[config.mk]
export PLATFORM = sky130hd
export DESIGN_NAME = literal_return_and_rotate
export DESIGN_NICKNAME = d
export VERILOG_FILES = /design/src/core/lrr_pkg.sv /design/src/core/rot_if.sv /design/src/core/rotate_unit.sv /design/src/core/literal_return_and_rotate.sv
export VERILOG_INCLUDE_DIRS = /design/src /design/src/core
export SDC_FILE = /design/constraint.sdc
export NUM_CORES = 1
export LEC_CHECK = 0
export BUFFER_PORTS_ARGS = -buffer_cell sky130_fd_sc_hd__clkbuf_2
export CELL_PAD_IN_SITES_DETAIL_PLACEMENT = 0
export CELL_PAD_IN_SITES_GLOBAL_PLACEMENT = 2
export CORE_ASPECT_RATIO = 0.7
export CORE_MARGIN = 2
export CORE_UTILIZATION = 40
export CTS_CLUSTER_DIAMETER = 80
export DETAILED_ROUTE_END_ITERATION = 12
export HOLD_SLACK_MARGIN = 0.08
export PLACE_DENSITY_LB_ADDON = 0.1
export SYNTH_ARGS = -nofsm -noshare
export SYNTH_HDL_FRONTEND = slang
export SYNTH_SLANG_ARGS = --single-unit
[constraint.sdc]
create_clock -name mclk_i -period 9 [get_ports mclk_i]
set_input_delay 1.8 -clock mclk_i [delete_from_list [all_inputs] [get_ports mclk_i]]
set_output_delay 1.8 -clock mclk_i [all_outputs]
set_load 0.05 [all_outputs]
[src/core/lrr_defines.svh]
/*
  Constants for the literal-return and rotate execution block.
  Assumes a 14-bit instruction word and a 15-bit program counter.
*/
`ifndef LRR_DEFINES_SVH
`define LRR_DEFINES_SVH

`define INSN_W        14
`define PC_W          15
`define STACK_DEPTH   16
`define SP_W          4
`define REG_ADDR_W    7
`define DATA_W        8
`define RET_OPC       4'hd
`define ROT_OPC       6'h0d
`define DEST_BIT      7
`define PC_RESET      15'h0000
`define W_RESET       8'h00

`endif

[src/core/lrr_pkg.sv]
/*
  Types for the literal-return and rotate execution block.
  Assumes the defines header is compiled alongside.
*/
package lrr_pkg;

  typedef enum logic [1:0] {
    ST_EXEC  = 2'b00,
    ST_FLUSH = 2'b01
  } exec_state_t;

  typedef enum logic [1:0] {
    OP_NONE = 2'b00,
    OP_RETL = 2'b01,
    OP_ROTL = 2'b11
  } op_kind_t;

endpackage : lrr_pkg

[src/core/rot_if.sv]
/*
  Interface between the decoder and the rotate unit.
  Assumes both ends share mclk_i.
*/
`timescale 1ns/1ps
interface rot_if;
  logic [7:0] operand;
  logic       carry_in;
  logic [7:0] result;
  logic       carry_out;

  modport core (output operand, output carry_in,
                input result, input carry_out);
  modport unit (input operand, input carry_in,
                output result, output carry_out);
endinterface : rot_if

[src/core/rotate_unit.sv]
/*
  Rotate-left-through-carry datapath.
  Assumes the decoder presents operand and carry on the interface.
*/
`timescale 1ns/1ps
module rotate_unit (
  rot_if.unit rot
);

  // ****************************************
  // Rotate one place toward the top bit.
  // ****************************************
  always_comb begin
    rot.result    = {rot.operand[6:0], rot.carry_in};
    rot.carry_out = rot.operand[7];
  end

endmodule : rotate_unit

[src/core/literal_return_and_rotate.sv]
/*
  Execution logic for the return_with_literal and
  rotate_left_through_carry instructions, with accumulator, carry flag,
  program counter and return stack.
  Assumes instructions arrive one per cycle from the fetch stage and data
  memory reads are combinational through reg_rdata_i.
*/
// Function
// - Return with literal loads its 8-bit immediate into the accumulator.
// - Return with literal pops the return stack into the program counter.
// - Return with literal is one word and two cycles, flushing the fetch.
// - Rotate left moves bits up, old carry to bit 0, old bit 7 to carry.
// - Destination bit 0 writes the accumulator, 1 writes the register.
`timescale 1ns/1ps
`include "lrr_defines.svh"
module literal_return_and_rotate
  import lrr_pkg::*;
(
  input  wire logic                     mclk_i,
  input  wire logic                     reset_i,
  input  wire logic                     insn_valid_i,
  input  wire logic [`INSN_W-1:0]       insn_i,
  input  wire logic                     push_i,
  input  wire logic [`PC_W-1:0]         push_addr_i,
  input  wire logic [`DATA_W-1:0]       reg_rdata_i,
  output logic [`REG_ADDR_W-1:0]        reg_addr_o,
  output logic                          reg_we_o,
  output logic [`DATA_W-1:0]            reg_wdata_o,
  output logic [`DATA_W-1:0]            accum_o,
  output logic                          carry_o,
  output logic [`PC_W-1:0]              pc_o,
  output logic                          pc_load_o,
  output logic                          flush_o,
  output logic [`PC_W-1:0]              stack_top_entry_o
);

  // ****************************************
  // State.
  // ****************************************
  exec_state_t            state_q, state_d;
  logic [`DATA_W-1:0]     accum_q, accum_d;
  logic                   carry_q, carry_d;
  logic [`PC_W-1:0]       pc_q, pc_d;
  logic [`SP_W-1:0]       sp_q, sp_d;
  logic [`PC_W-1:0]       stack_q [`STACK_DEPTH];
  logic [`DATA_W-1:0]     wdata_q, wdata_d;
  logic                   we_q, we_d;
  logic [`REG_ADDR_W-1:0] addr_q, addr_d;
  logic                   pcld_q, pcld_d;
  op_kind_t               op;
  logic                   pop;
  logic [`SP_W-1:0]       top_idx;
  logic                   push_ok;

  rot_if rot ();

  rotate_unit u_rot (
    .rot (rot)
  );

  // ****************************************
  // Decode.
  // ****************************************
  always_comb begin
    op = OP_NONE;
    if (insn_valid_i && state_q == ST_EXEC) begin
      if (insn_i[13:10] == `RET_OPC)
        op = OP_RETL;
      else if (insn_i[13:8] == `ROT_OPC)
        op = OP_ROTL;
    end
  end

  assign top_idx        = sp_q - 4'h1;
  assign pop            = (op == OP_RETL);
  assign push_ok        = push_i && op == OP_NONE && state_q == ST_EXEC;
  assign rot.operand    = reg_rdata_i;
  assign rot.carry_in   = carry_q;
  // A write-back shows its own address while its strobe stands.
  assign reg_addr_o     = we_q ? addr_q : insn_i[`REG_ADDR_W-1:0];
  assign stack_top_entry_o = stack_q[top_idx];

  // ****************************************
  // Sequencer.
  // ****************************************
  always_comb begin
    state_d = state_q;
    case (state_q)
      ST_EXEC: begin
        if (op == OP_RETL) begin
          state_d = ST_FLUSH;
        end
      end
      ST_FLUSH: begin
        state_d = ST_EXEC;
      end
      default: begin
        state_d = ST_EXEC;
      end
    endcase
  end

  always_ff @(posedge mclk_i or posedge reset_i) begin
    if (reset_i) begin
      state_q <= ST_EXEC;
    end else begin
      state_q <= state_d;
    end
  end

  // ****************************************
  // Accumulator and carry.
  // ****************************************
  always_comb begin
    accum_d = accum_q;
    carry_d = carry_q;
    case (op)
      OP_RETL: begin
        accum_d = insn_i[7:0];
      end
      OP_ROTL: begin
        carry_d = rot.carry_out;
        if (!insn_i[`DEST_BIT]) begin
          accum_d = rot.result;
        end
      end
      default: begin
        accum_d = accum_q;
      end
    endcase
  end

  always_ff @(posedge mclk_i or posedge reset_i) begin
    if (reset_i) begin
      accum_q <= `W_RESET;
      carry_q <= 1'b0;
    end else begin
      accum_q <= accum_d;
      carry_q <= carry_d;
    end
  end

  // ****************************************
  // Program counter and stack pointer.
  // ****************************************
  always_comb begin
    pc_d   = pc_q;
    sp_d   = sp_q;
    pcld_d = 1'b0;
    if (pop) begin
      pc_d   = stack_q[top_idx];
      sp_d   = top_idx;
      pcld_d = 1'b1;
    end else if (push_ok) begin
      sp_d = sp_q + 4'h1;
    end
  end

  always_ff @(posedge mclk_i or posedge reset_i) begin
    if (reset_i) begin
      pc_q   <= `PC_RESET;
      sp_q   <= 4'h0;
      pcld_q <= 1'b0;
    end else begin
      pc_q   <= pc_d;
      sp_q   <= sp_d;
      pcld_q <= pcld_d;
    end
  end

  // ****************************************
  // Register write-back.
  // ****************************************
  always_comb begin
    wdata_d = wdata_q;
    addr_d  = addr_q;
    we_d    = 1'b0;
    if (op == OP_ROTL && insn_i[`DEST_BIT]) begin
      wdata_d = rot.result;
      addr_d  = insn_i[`REG_ADDR_W-1:0];
      we_d    = 1'b1;
    end
  end

  always_ff @(posedge mclk_i or posedge reset_i) begin
    if (reset_i) begin
      wdata_q <= 8'h00;
      addr_q  <= 7'h00;
      we_q    <= 1'b0;
    end else begin
      wdata_q <= wdata_d;
      addr_q  <= addr_d;
      we_q    <= we_d;
    end
  end

  // ****************************************
  // Return stack entries.
  // ****************************************
  for (genvar i = 0; i < `STACK_DEPTH; i++) begin : g_stack
    logic [`PC_W-1:0] entry_d;

    always_comb begin
      entry_d = stack_q[i];
      if (push_ok && int'(sp_q) == i) begin
        entry_d = push_addr_i;
      end
    end

    always_ff @(posedge mclk_i or posedge reset_i) begin
      if (reset_i) begin
        stack_q[i] <= `PC_RESET;
      end else begin
        stack_q[i] <= entry_d;
      end
    end
  end

  // ****************************************
  // Outputs.
  // ****************************************
  assign accum_o     = accum_q;
  assign carry_o     = carry_q;
  assign pc_o        = pc_q;
  assign pc_load_o   = pcld_q;
  assign flush_o     = (state_q == ST_FLUSH);
  assign reg_we_o    = we_q;
  assign reg_wdata_o = wdata_q;

endmodule : literal_return_and_rotate

# Word-level counts from Yosys, hierarchy flattened
# Cells that the tools add are included.
[totals]
latchBits = 0
rom_bits = 0
word_cells = 92
mem_bits_rw = 0
reg_bits = 287
input_bits = 41
memories = 0
output_inout_bits = 57
[op_classes]
eq_ne = 22
addsub = 2
div_mod_pow = 0
bitwise_logic = 1
shifts = 0
multipliers = 0
n_lt_le_gt_ge = 1
n_reduce_logical = 26
mux = 15
[ops]
columns = ["operator", "n"]
rows = [
  ["binary-select mux 15 bit (select 4 bit)", 1],
  ["equality test 4 bit (second input constant)", 9],
  ["two-way mux 15 bit", 2],
  ["logical AND 1 bit", 20],
  ["equality test 4 x 3 -> 1 bit (second input constant)", 4],
  ["one-hot mux 8 bit (2 select lines)", 1],
  ["two-way mux 2 bit", 5],
  ["equality test 4 x 2 -> 1 bit (second input constant)", 2],
  ["two-way mux 4 bit", 2],
  ["two-way mux 8 bit", 1],
  ["two-way mux 7 bit", 1],
  ["equality test 6 x 4 -> 1 bit (second input constant)", 1],
  [">= comparator 5 bit (second input constant)", 1],
  ["inverter 4 -> 5 bit", 1],
  ["adder 4 x 1 -> 4 bit (second input constant)", 1],
  ["equality test 2 x 1 -> 1 bit (second input constant)", 2],
  ["equality test 4 x 1 -> 1 bit (second input constant)", 1],
  ["zero test 2 bit", 2],
  ["zero test 4 bit", 1],
  ["inequality test 2 bit (second input constant)", 2],
  ["nonzero test 2 bit", 2],
  ["subtractor 4 x 1 -> 4 bit (second input constant)", 1],
  ["equality test 2 bit (second input constant)", 1],
  ["two-way mux 1 bit", 2],
  ["AND reduction 2 bit", 1],
]

# Logic depth before layout (Yosys ltp)
# Gate-level depths: netlist (run 1).
[depth]
ltp_word = 9
mapped_depth = 12
ltp_nobuf = 8

# Modules after synthesis
# A second synthesis (run 1) with hierarchy kept.
[unflattened]
cells_unflattened = 854
area_unflattened_um2 = 13141.4
[modules_own_cells]
columns = ["mod", "area_per_inst_um2", "cells_each", "seq_area_each_um2", "n_inst"]
rows = [
  ["literal_return_and_rotate", 13073.8, 845, 7156.9, 1],
  ["rotate_unit", 67.6, 9, 0.0, 1],
]

# Worst setup path after synthesis (run 1)
# Ideal clock, no wire load.
[synth_timing]
path_type = "reg2out"
start = "register sp_q[0]"
end = "output stack_top_entry_o[10]"
path_buffers = 6
path_slack_ns = 4.214
t_arrival_ns = 2.986
path_stages_with_launch = 11
t_required_ns = 7.200
cell_sequence = "dfrtp_1 > buf_6 > buf_4 > buf_2 > inv_1 > ha_1 > buf_2 > buf_2 > buf_1 > mux4_2 > a221o_1"
[synth_between]
elab_chain_cells = 5
[synth_rtl]
columns = ["element", "line", "source"]
rows = [
  ["start: declaration", "literal_return_and_rotate.sv:44", "logic [`SP_W-1:0] sp_q, sp_d;"],
  ["start signal: assignment", "literal_return_and_rotate.sv:166", "sp_q <= sp_d;"],
  ["subtractor 4 x 1 -> 4 bit", "literal_return_and_rotate.sv:74", "assign top_idx = sp_q - 4'h1;"],
  ["inverter 4 -> 5 bit (not written as such)", "literal_return_and_rotate.sv:81", "assign stack_top_entry_o = stack_q[top_idx];"],
  ["binary-select mux 15 bit (select 4 bit)", "literal_return_and_rotate.sv:81", ""],
  ["two-way mux 15 bit (not written as such) (2 in series)", "literal_return_and_rotate.sv:81", ""],
  ["end: declaration", "literal_return_and_rotate.sv:34", "output logic [`PC_W-1:0] stack_top_entry_o"],
]
# No other way between the ends. The select of a mux whose other input is x is not followed.

# Worst setup path in the final report (run 1)
[layout_timing]
start = "register sp_q[0]"
end = "output stack_top_entry_o[0]"
# Same word-level chain as after synthesis.

==> results of run 1 <==
==> cells in the mapped netlist (2+ instances only) <==
library cell,n,area share [%]
mux2_2,223,19
buf_4,14,0.80
mux4_2,60,10
a221o_1,15,1.1
xnor2_1,2,0.13
dfrtp_1,286,54
inv_1,37,1.1
o21ai_1,4,0.15
nor2_1,19,0.54
mux2_4,40,4.5
nand3_4,4,0.53
nand2_1,45,1.3
buf_6,7,0.60
buf_1,4,0.11
nor3b_4,2,0.28
ha_1,5,0.47
nand3_1,4,0.15
clkbuf_1,25,0.71
nand2b_1,4,0.19
o22ai_1,24,1.1
buf_2,11,0.42
nand3_2,9,0.68
a21oi_1,2,0.076
nand2_2,4,0.19
o21ai_0,2,0.076
==> stage by stage <==
stage	cells	power (mW)	setup WS (ns)	utilization, %	instance area, sq um
3_5_place_dp	1342	5.126	3.583	43.08	13960
4_1_cts	1397	6.442	2.969	46.27	15000
3_3_place_gp	1342	5.035	3.657	43.08	13960
2_1_floorplan	871	4.431	3.409	-	13210
5_1_grt	1397	6.709	2.830	46.27	15000
6_report	1397	6.368	3.099	46.27	15000
==> worst max-delay path by stage <==
| stage | startpoint | endpoint | depth (start not counted) |
|---|---|---|---|
| after floorplan | reset_i | accum_o[0]$_DFFE_PP0P_ | 1 |
| after global placement | sp_q[0]$_DFFE_PP0P_ | stack_top_entry_o[0] | 8 |
| after detailed placement | sp_q[0]$_DFFE_PP0P_ | stack_top_entry_o[0] | 8 |
| after CTS | sp_q[0]$_DFFE_PP0P_ | stack_top_entry_o[0] | 8 |
| after global routing | sp_q[0]$_DFFE_PP0P_ | stack_top_entry_o[3] | 8 |
| final | sp_q[0]$_DFFE_PP0P_ | stack_top_entry_o[0] | 8 |
==> per-layer routing <==
metal	vias up	GRT usage, %
met1	4192	29.35
met4	0	4.283
met2	129	32.31
met5	-	0
met3	46	2.825
li1	3342	-
==> sequential cells by signal (all words and copies together), names as in the netlist <==
name         cells
pc_o            15
stack_q        240
accum_o          8
pc_load_o        1
addr_q           7
carry_o          1
state_q          1
reg_wdata_o      8
sp_q             4
reg_we_o         1
==> power groups by stage <==
stage | Clock [mW] | Sequential [mW] | Combinational, mW
floorplan | 0 | 2.20 | 2.23
detailed placement | 0 | 2.21 | 2.92
finish | 1.29 | 2.19 | 2.89
global route | 1.38 | 2.26 | 3.07
CTS | 1.33 | 2.19 | 2.93
global placement | 0 | 2.17 | 2.87
==> tightest hold or removal path, delay by kind of cell, from the launching register on <==
kind / cells / cell delay, ns
flops: 1 / 0.34
simple gates: 2 / 0.10
==> area by class of cell <==
type / count / share of cell area, %
inverter: 37 / 0.9510
timing repair buffer: 105 / 3.721
clock inverter: 8 / 0.8676
clock buffer: 47 / 6.032
tap: 427 / 3.562
multi-input combinational: 487 / 37.12
sequential: 286 / 47.74
==> cell families (layout without fill, tap and decap cells) <==
group                    after synthesis  count (layout)  synth area share (%)
buffers and inverters                 98             197                 3.685
adder cells (fa/ha/maj)                5               5                0.4736
XOR/XNOR                               3               3                0.1990
AND/OR/NAND/NOR                      105             105                 4.822
multiplexers                         323             323                 33.79
flip-flops                           286             286                 54.18
AO/OA/AOI/OAI                         51              51                 2.851
==> metrics.md, run 1 <==
| Metric | Value |
|---|---|
| Status | completed |
| Critical path startpoint category | flop |
| VDD IR max | between 400 and 500 uV |
| Delay-heaviest family, CP | buffers and inverters |
| RSZ-0062 raised after global routing | no |
| Drt total wl | between 30000 and 40000 um |
| Final Cycle Share | about two thirds |
| # hold bufs at CTS | 0 |
| Pins Over Slew Limit | 0 |
| Post-CTS setup buffer count | 0 |
| Critical path cell sequence | inv_1, ha_2, buf_4, mux4_2, inv_1, o22ai_1, a221o_1, clkbuf_2 |
| Register area share after synthesis | a little over half |
| Combinational share of power | 45.3% |
| Clock Skews | 0.01285 ns |
| Full die area | between 30000 and 40000 sq um |
| Buffers on Ports | 97 |
| ANT nets after route | 0 |
| Setup violators final | 0 |
| Initial Util | between 40% and 50% |
| Internal | slightly below 4 mW |
| Worst Path Arrival | 4.10 ns |
| Actual slew at the worst max-slew pin | approximately 1.3 ns |
| CP peak stage delay | roughly 0.72 ns |
| Overall Global Routing Usage | between 20% and 30% |
| Setup CP Type | flop to output port |
| First-pass DRT Iterations | 4 |
| Flops & latches, synth | roughly 290 |
| Path category of the worst min-delay check | flop to flop |
| Routed length on met1 | between 15000 and 20000 um |
| H-tree depth | 1 |
| Fmax | 0.1695 GHz |
| Setup TNS Final | 0 ns |
| Top Layer Used | met4 |
| Post-layout min period | roughly 6 ns |
| CTS clock-pin slew for the worst setup and hold paths | around 0.06 ns |
| Async SR Flop Fraction | 100.0% |
| Vias | just under 8000 |
| Vias in the first global route | between 8000 and 9000 |
| CTS sink count | around 290 |
| Post-cts repair resize count | 0 |
| Clock group share of total power | 20.3% |
| Cell Pwr Density | between 400 and 500 nW/um^2 |
| Total gr overflow | 0 |
| Mapped Area | between 10000 and 15000 sq um |
| Net Sw Frac | between 30% and 40% |
| GP Congestion | approximately 0.74 |
| Die Span Y | between 150 and 200 um |
| Commonest non-fill, non-tap cells in the layout | dfrtp_1, mux2_2, clkbuf_2, mux4_2, nand2_1 |
| Hold Vio Cnt, Final | 0 |
| Most common cell after layout, fill and taps aside | dfrtp_1 |
| Data required time of the critical path | between 7 and 8 ns |
| Area Overhead vs Synth | 13.55% |
| DRC Markers | 0 |
| Worst skew pair latency | between 0.5 and 0.6 ns |
| Sw power | 2.410 mW |
| Register Area | 7161 sq um |
| Syn Nets | slightly above 900 |
| FF-to-FF End | pc_o[0]$_DFFE_PP0N_ |
| Fillcell total | around 2900 |
| Ant diodes | 0 |
| Hold WS | about 0.47 ns |
| Core Region | approximately 32000 sq um |
| Maximum clock insertion buffer count | 3 |
| Primary FF master, synth | dfrtp_1 |
| Largest net degree at the start of global routing | between 150 and 200 |
| Worst hold endpoint | reg_wdata_o[6]$_DFFE_PP0P_ |
| Reg2Reg Launch Point | sp_q[0]$_DFFE_PP0P_ |
| Crit Path Max Fanout | 44 |
| Leak | 6.918 nW |
| Avg Cell Area, Syn | 15.17 sq um |
| First-pass GRT wire length | 52190 um |
| Synth unique cells | 44 |
| Worst R2R Path Depth | 8 |
| CP Capture Type | output port |
| Root Driver | clkbuf_16 |
| Via/cell ratio | 5.518 |
| Multi-input gate area | 5568 sq um |
| Cts bufs inserted | 30 |
| DR WL/cell | about 25 um |
| Met2 Routed Length | ~16000 um |
| Mapped Cells | 871 |
| Slowest stage cell on the critical path | ha_2 |
| Number of synthesized flops with an enable pin | 0 |
| I/O pins | between 90 and 100 |
| Row cnt | 55 |
| Worst slew margin | 13.77% |
| Die span in x | between 200 and 250 um |
| R2R setup slack | 5.34 ns |
| CTS tree | done |
| Ys Warns | 0 |
| Max-cap viol count | 0 |
| CP most frequent cell | inv_1 |
| Layout cells sized above 1 | 52.06% |
| Met3 Wirelength | ~1100 um |
| Buffer and inverter count on the worst path | 4 |
| Initial drt markers | 551 |
| Hold Path Cell Cnt | 2 |
| Hold Startpoint | reg_wdata_o[6]$_DFFE_PP0P_ |
| Seq pwr share | between 30% and 40% |
| Final HPWL DP | 20260 um |
| Nets | a little under 1000 |
| Initial antenna violation count | 0 |
Note: power is estimated with default switching activity, not from simulation.
==> run 2, diff against run 1 <==
==> constraint.sdc (replaced) <==
create_clock -name mclk_i -period 4.9 [get_ports mclk_i]
set_input_delay 0.98 -clock mclk_i [delete_from_list [all_inputs] [get_ports mclk_i]]
set_output_delay 0.98 -clock mclk_i [all_outputs]
set_load 0.05 [all_outputs]
==> metrics.md, run 2 (same netlist as run 1, synthesis figures left out) <==
| Metric | Value |
|---|---|
| I/O pins | 98 (unchanged) |
| Most common cell after layout, fill and taps aside | dfrtp_1 |
| Fmax | between 0.2 and 0.25 GHz |
| Critical path cell sequence | buf_4, mux4_2, inv_1, o22ai_1, a221o_1, clkbuf_2 |
| Drt total wl | 34800 um (+1.2%) |
| Area Overhead vs Synth | 14.43% |
| Largest net degree at the start of global routing | 140 (-7.3%) |
| CP Capture Type | output port |
| Met2 Routed Length | 16380 um (+3.4%) |
| First-pass GRT wire length | 54020 um (+3.5%) |
| Total gr overflow | 0 (unchanged) |
| Vias | 7681 (-0.36%) |
| Leak | 6.975 nW (+0.82%) |
| H-tree depth | 1 (unchanged) |
| Delay-heaviest family, CP | buffers and inverters |
| Setup violators final | 0 (unchanged) |
| DRC Markers | 0 (unchanged) |
| Row cnt | 55 (unchanged) |
| Full die area | 34520 sq um (unchanged) |
| Max-cap viol count | 0 (unchanged) |
| RSZ-0062 raised after global routing | no |
| Worst slew margin | 32.90% (+19 points) |
| Cts bufs inserted | 30 (unchanged) |
| Largest register FFs | 240 (unchanged) |
| Buffers on Ports | 97 (unchanged) |
| Clock Skews | 0.01359 ns (+0.0007391 ns) |
| Crit Path Max Fanout | 47 (+6.8%) |
| DR WL/cell | 24.81 um (+0.72%) |
| Nets | 1000 (+0.70%) |
| Initial drt markers | 422 (-23%) |
| Buffer and inverter count on the worst path | 3 (-1) |
| Core Region | 32410 sq um (unchanged) |
| Actual slew at the worst max-slew pin | 1.006 ns (-0.2870 ns) |
| # hold bufs at CTS | 0 (unchanged) |
| Critical path startpoint category | flop |
| Maximum clock insertion buffer count | 3 (unchanged) |
| Setup TNS Final | 0 ns (unchanged) |
| Data required time of the critical path | 3.92 ns (-3.28 ns) |
| Die span in x | 221.2 um (unchanged) |
| Status | completed |
| Slowest stage cell on the critical path | buf_4 |
| Die Span Y | 156.0 um (unchanged) |
| Worst skew pair latency | 0.57 ns (about the same) |
| Final Cycle Share | ~93% |
| Via/cell ratio | 5.475 (-0.79%) |
| Hold Vio Cnt, Final | 0 (unchanged) |
| Hold WS | 0.4088 ns (-0.06431 ns) |
| ANT nets after route | 0 (unchanged) |
| CTS sink count | 286 (unchanged) |
| Top Layer Used | met4 |
| CTS clock-pin slew for the worst setup and hold paths | 0.07 ns (about the same) |
| Overall Global Routing Usage | 20.64% (+0.49 points) |
| GP Congestion | 0.7638 (+3.7%) |
| Pins Over Slew Limit | 0 (unchanged) |
| Path category of the worst min-delay check | input port to asynchronous set/reset pin |
| Root Driver | clkbuf_16 |
| Core Util, Final | 46.63% (+0.36 points) |
| CTS tree | done |
| Largest Register | stack_q |
| Met3 Wirelength | 1127 um (+1.3%) |
| Initial antenna violation count | 0 (unchanged) |
| Initial Util | 40.75% (unchanged) |
| CP peak stage delay | 0.87 ns (+0.15 ns) |
| Cell Pwr Density | 790.4 nW/um^2 (+86%) |
| Layout cells sized above 1 | 52.46% (+0.40 points) |
| Setup CP Type | flop to output port |
| Routed length on met1 | 16720 um (-0.31%) |
| Post-layout min period | 4.570 ns |
| Commonest non-fill, non-tap cells in the layout | dfrtp_1, mux2_2, clkbuf_2, mux4_2, nand2_1 |
| First-pass DRT Iterations | 4 (unchanged) |
| Vias in the first global route | 8480 (+5.2%) |
| Min setup slack post-route | 0.3302 ns (-2.769 ns) |
| Dpl ws | 0.6915 ns (-2.892 ns) |
| R2R setup slack | 1.41 ns (-3.93 ns) |
| Final HPWL DP | 21380 um (+5.5%) |
| Ant diodes | 0 (unchanged) |
| Worst Path Arrival | 3.59 ns (-0.51 ns) |
| VDD IR max | 1037 uV (+110%) |
run 2: cell count changes in the layout (fill, tap and decap cells not counted):
| cell | delta |
|---|---|
| buf_4 | +5 |
| inv_6 | +1 |
| clkbuf_8 | -4 |
| bufinv_16 | +3 |
| clkinvlp_4 | +1 |
| clkbuf_1 | -1 |
| clkinv_4 | -1 |
| buf_12 | +2 |
run 2: timing repair:
action	CTS	global route
endpoints found under the setup margin	0	15
gates resized for setup	0	0
buffers inserted	0	1
hold endpoints to repair	0	0
run 2: per-layer routing:
layer	vias up	GRT usage [%]
met5	-	0
met4	0	4.059
li1	3335	-
met3	45	2.768
met2	144	33.81
met1	4157	29.67
run 2: through the flow:
stage	cell area [sq um]	instances	power, mW
final	15110	1403	11.95
after global routing	15110	1403	12.55
after CTS	15090	1402	12.03
after detailed placement	14020	1348	9.492
after global placement	14020	1348	9.321
after floorplan	13210	871	8.139
run 2: final timing paths:
check                                      startpoint                       end  depth (start not counted)
min in group mclk_i             addr_q[3]$_DFFE_PP0P_     addr_q[3]$_DFFE_PP0P_                          2
worst max register to register    sp_q[0]$_DFFE_PP0P_  stack_q[126]$_DFFE_PP0P_                          4
max in group asynchronous                     reset_i  stack_q[164]$_DFFE_PP0P_                          3
worst min register to register  addr_q[3]$_DFFE_PP0P_     addr_q[3]$_DFFE_PP0P_                          2
worst max-delay path              sp_q[0]$_DFFE_PP0P_      stack_top_entry_o[2]                          6
worst min-delay path                          reset_i  stack_q[138]$_DFFE_PP0P_                          2
run 2: cell type report:
type                    instances  area (sq um)
clock buffers                  42         845.8
clock inverters                12         227.7
fillers                      2813         17300
inverters                      37         142.6
multi-input cells             487          5568
flip-flops and latches        286          7161
well taps                     427         534.3
repair buffers                112         635.6
run 2: power breakdown:
group / switching (mW) / internal (mW)
logic: 2.93 / 2.48
clock network: 0.975 / 1.52
registers: 0.624 / 3.42
total: 4.53 / 7.41
==> run 3, diff against run 2 <==
--- a/config.mk
+++ b/config.mk
@@ -18,4 +18,5 @@
 export PLACE_DENSITY_LB_ADDON = 0.1
 export SYNTH_ARGS = -nofsm -noshare
 export SYNTH_HDL_FRONTEND = slang
+export SYNTH_HIERARCHICAL = 1
 export SYNTH_SLANG_ARGS = --single-unit
==> metrics.md, run 3 <==
| Metric | Value |
|---|---|
| Slowest stage cell on the critical path | dfrtp_4 |
| Ant diodes | 0 (unchanged) |
| Hold Vio Cnt, Final | 0 (unchanged) |
| CP peak stage delay | 0.64 ns (-0.23 ns) |
| CTS sink count | 286 (unchanged) |
| Setup violators final | 0 (unchanged) |
| Initial Util | 40.63% (-0.12 points) |
| Path category of the worst min-delay check | flop to flop |
| Top-area cell type share of the netlist area | 54.46% (+0.28 points) |
| Layout cells sized above 1 | 54.80% (+2.3 points) |
| Cts bufs inserted | 30 (unchanged) |
| DRC Markers | 0 (unchanged) |
| Hold Path Cell Cnt | 2 |
| Initial drt markers | 463 (+9.7%) |
| Worst R2R Path Depth | 9 (+5) |
| CTS clock-pin slew for the worst setup and hold paths | 0.06 ns (about the same) |
| Via/cell ratio | 5.577 (+1.9%) |
| Async SR Flop Fraction | 100.0% (unchanged) |
| H-tree depth | 1 (unchanged) |
| Mapped Cells | 854 (-2.0%) |
| Mapped Area | 13140 sq um (-0.51%) |
| Post-CTS setup buffer count | 0 (unchanged) |
| Yosys top cell by area | dfrtp_1 |
| Final Cycle Share | 93.39% (+0.13 points) |
| Top cells by area, synth | dfrtp_1, mux2_2, mux4_2, buf_6, a221o_1 |
| Syn Nets | 900 (-1.9%) |
| Cell Pwr Density | 786.2 nW/um^2 (-0.53%) |
| CP Capture Type | output port |
| RSZ-0062 raised after global routing | no |
| VDD IR max | 442.0 uV (-57%) |
| Ys Warns | 6 (+6) |
| Area Overhead vs Synth | 13.01% |
| Met1 usage | 30.47% (+0.79 points) |
| I/O pins | 98 (unchanged) |
| Fmax | 0.2185 GHz (-0.14%) |
| Register area share after synthesis | 54.46% (+0.28 points) |
| Most common cell after layout, fill and taps aside | dfrtp_1 |
| Full die area | 34340 sq um (-0.50%) |
| Row cnt | 55 (unchanged) |
| Worst skew pair latency | 0.56 ns (about the same) |
| Net Sw Frac | 38.70% (+0.77 points) |
| Worst slew margin | 34.89% (+2.0 points) |
| Crit Path Max Fanout | 21 (-55%) |
| # hold bufs at CTS | 0 (unchanged) |
| Number of synthesized flops with an enable pin | 0 (unchanged) |
| Critical path startpoint category | flop |
| Data required time of the critical path | 3.92 ns (about the same) |
| Die Span Y | 155.7 um (-0.25%) |
| Post-layout min period | 4.576 ns (+0.006248 ns) |
| Internal | 7.157 mW (-3.5%) |
| Synth top cells by count | dfrtp_1, mux2_2, mux4_2 |
| Root Driver | clkbuf_16 |
| Largest Register | stack_q |
| Initial antenna violation count | 1 (+1) |
| Vias in the first global route | 8140 (-4.0%) |
| Flops & latches, synth | 286 (unchanged) |
| Most common cell in the synthesized netlist | dfrtp_1 |
| Min setup slack post-route | 0.3239 ns (-0.006248 ns) |
| ANT nets after route | 0 (unchanged) |
| Pins Over Slew Limit | 0 (unchanged) |
| Nets | 971 (-2.9%) |
| Synth unique cells | 44 (unchanged) |
| Core Region | 32340 sq um (-0.21%) |
| Worst Path Arrival | 3.60 ns (about the same) |
| Buffers on Ports | 97 (unchanged) |
| Largest register FFs | 240 (unchanged) |
| Setup CP Type | flop to output port |
| Met3 usage | 3.704% (+0.94 points) |
| Drt total wl | 33800 um (-2.9%) |
| GP Congestion | 0.7608 (-0.39%) |
| CP most frequent cell | o21ai_1 |
| Top Usage Layer GRT | met2 |
| Avg Cell Area, Syn | 15.39 sq um (+1.5%) |
| Dpl ws | 0.8605 ns (+0.1691 ns) |
| Setup TNS Final | 0 ns (unchanged) |
| Critical path cell sequence | inv_1, ha_1, or2_1, o21ai_1, nand2b_1, o21ai_1, buf_4, a221o_1, clkbuf_2 |
| Final HPWL DP | 21460 um (+0.37%) |
| Sw power | 4.518 mW (-0.29%) |
| Vias | 7663 (-0.23%) |
| First-pass DRT Iterations | 5 (+1) |
| Seq pwr share | 34.2% (+0.4 points) |
| Max-cap viol count | 0 (unchanged) |
| Status | completed |
| Overall Global Routing Usage | 20.33% (-0.31 points) |
| Total gr overflow | 0 (unchanged) |
| Clock group share of total power | 19.8% (-1.1 points) |
| Post-cts repair resize count | 0 (unchanged) |
| First-pass GRT wire length | 52020 um (-3.7%) |
| CTS tree | done |
| Die span in x | 220.6 um (-0.25%) |
| Met2 Use GR | 31.12% (-2.7 points) |
| Combinational share of power | 46.0% (+0.7 points) |
| DR WL/cell | 24.60 um (-0.82%) |
| Largest net degree at the start of global routing | 160 (+14%) |
| Clock Skews | 0.008771 ns (-0.004816 ns) |
| Actual slew at the worst max-slew pin | 0.9756 ns (-0.03089 ns) |
| Maximum clock insertion buffer count | 3 (unchanged) |
| Leak | 6.691 nW (-4.1%) |
| Commonest non-fill, non-tap cells in the layout | dfrtp_1, mux2_2, clkbuf_2, mux4_2, clkbuf_16 |
| Primary FF master, synth | dfrtp_1 |
## run 3: logic make-up after synthesis
group	Yosys count	synth area share [%]
AOI/OAI and AO/OA	50	2.866
adders and majority gates	5	0.4761
muxes	336	33.99
xor gates and xnor gates	3	0.2000
DFF	286	54.46
buffers and inverters	106	4.465
and+or+nand+nor	68	3.542
## run 3: area by class of cell
class | count | area, sq um
Fill cell | 2847 | 17490
Inverter | 36 | 138.9
Tap cell | 427 | 534.3
Clock inverter | 9 | 95.09
Clock buffer | 45 | 908.4
Sequential cell | 286 | 7161
Multi-Input combinational cell | 462 | 5400
Timing Repair Buffer | 109 | 613.1
## run 3: layer usage
layer,vias up,share of wire (%)
met5,-,0.030
met3,40,4.8
met1,4182,47
met4,2,1.4
met2,145,46
li1,3294,-
## run 3: per-stage QoR
step                utilization (%)  cell area (sq um)  total power, mW  std cells  hold WS, ns
CTS                           45.91              14850            11.78       1374       0.5012
floorplan                         -              13150            7.981        854       0.4594
detailed placement            42.81              13850            9.427       1320       0.4875
global placement              42.81              13850            9.279       1320       0.4700
global route                  45.91              14850            12.28       1374       0.5099
finish                        45.91              14850            11.67       1374       0.4944
## run 3: path summary, 6_finish.rpt
kind                                       startpoint                          to  slack (ns)
max                               sp_q[0]$_DFFE_PP0P_       stack_top_entry_o[12]        0.32
min                        reg_wdata_o[7]$_DFFE_PP0P_  reg_wdata_o[7]$_DFFE_PP0P_        0.49
max reg2reg                       sp_q[0]$_DFFE_PP0P_         pc_o[8]$_DFFE_PP0N_        1.72
min reg2reg                reg_wdata_o[7]$_DFFE_PP0P_  reg_wdata_o[7]$_DFFE_PP0P_        0.49
max in group asynchronous                     reset_i         sp_q[0]$_DFFE_PP0P_        3.54
min in group asynchronous                     reset_i    stack_q[196]$_DFFE_PP0P_        0.65
## run 3: power by group through the flow
stage	combinational (mW)	sequential [mW]	clock (mW)
finish	5.38	3.99	2.31
global route	5.68	4.12	2.48
CTS	5.43	3.98	2.37
detailed placement	5.41	4.02	0
global placement	5.33	3.95	0
floorplan	3.99	3.99	0
## run 3: worst max-delay path: cells and delay by family (launching register included)
kind | cells | cell delay (ns)
adders and majority gates | 1 | 0.29
and+or+nand+nor | 2 | 0.36
DFF | 1 | 0.64
buffers and inverters | 3 | 0.77
AOI/OAI and AO/OA | 3 | 0.97
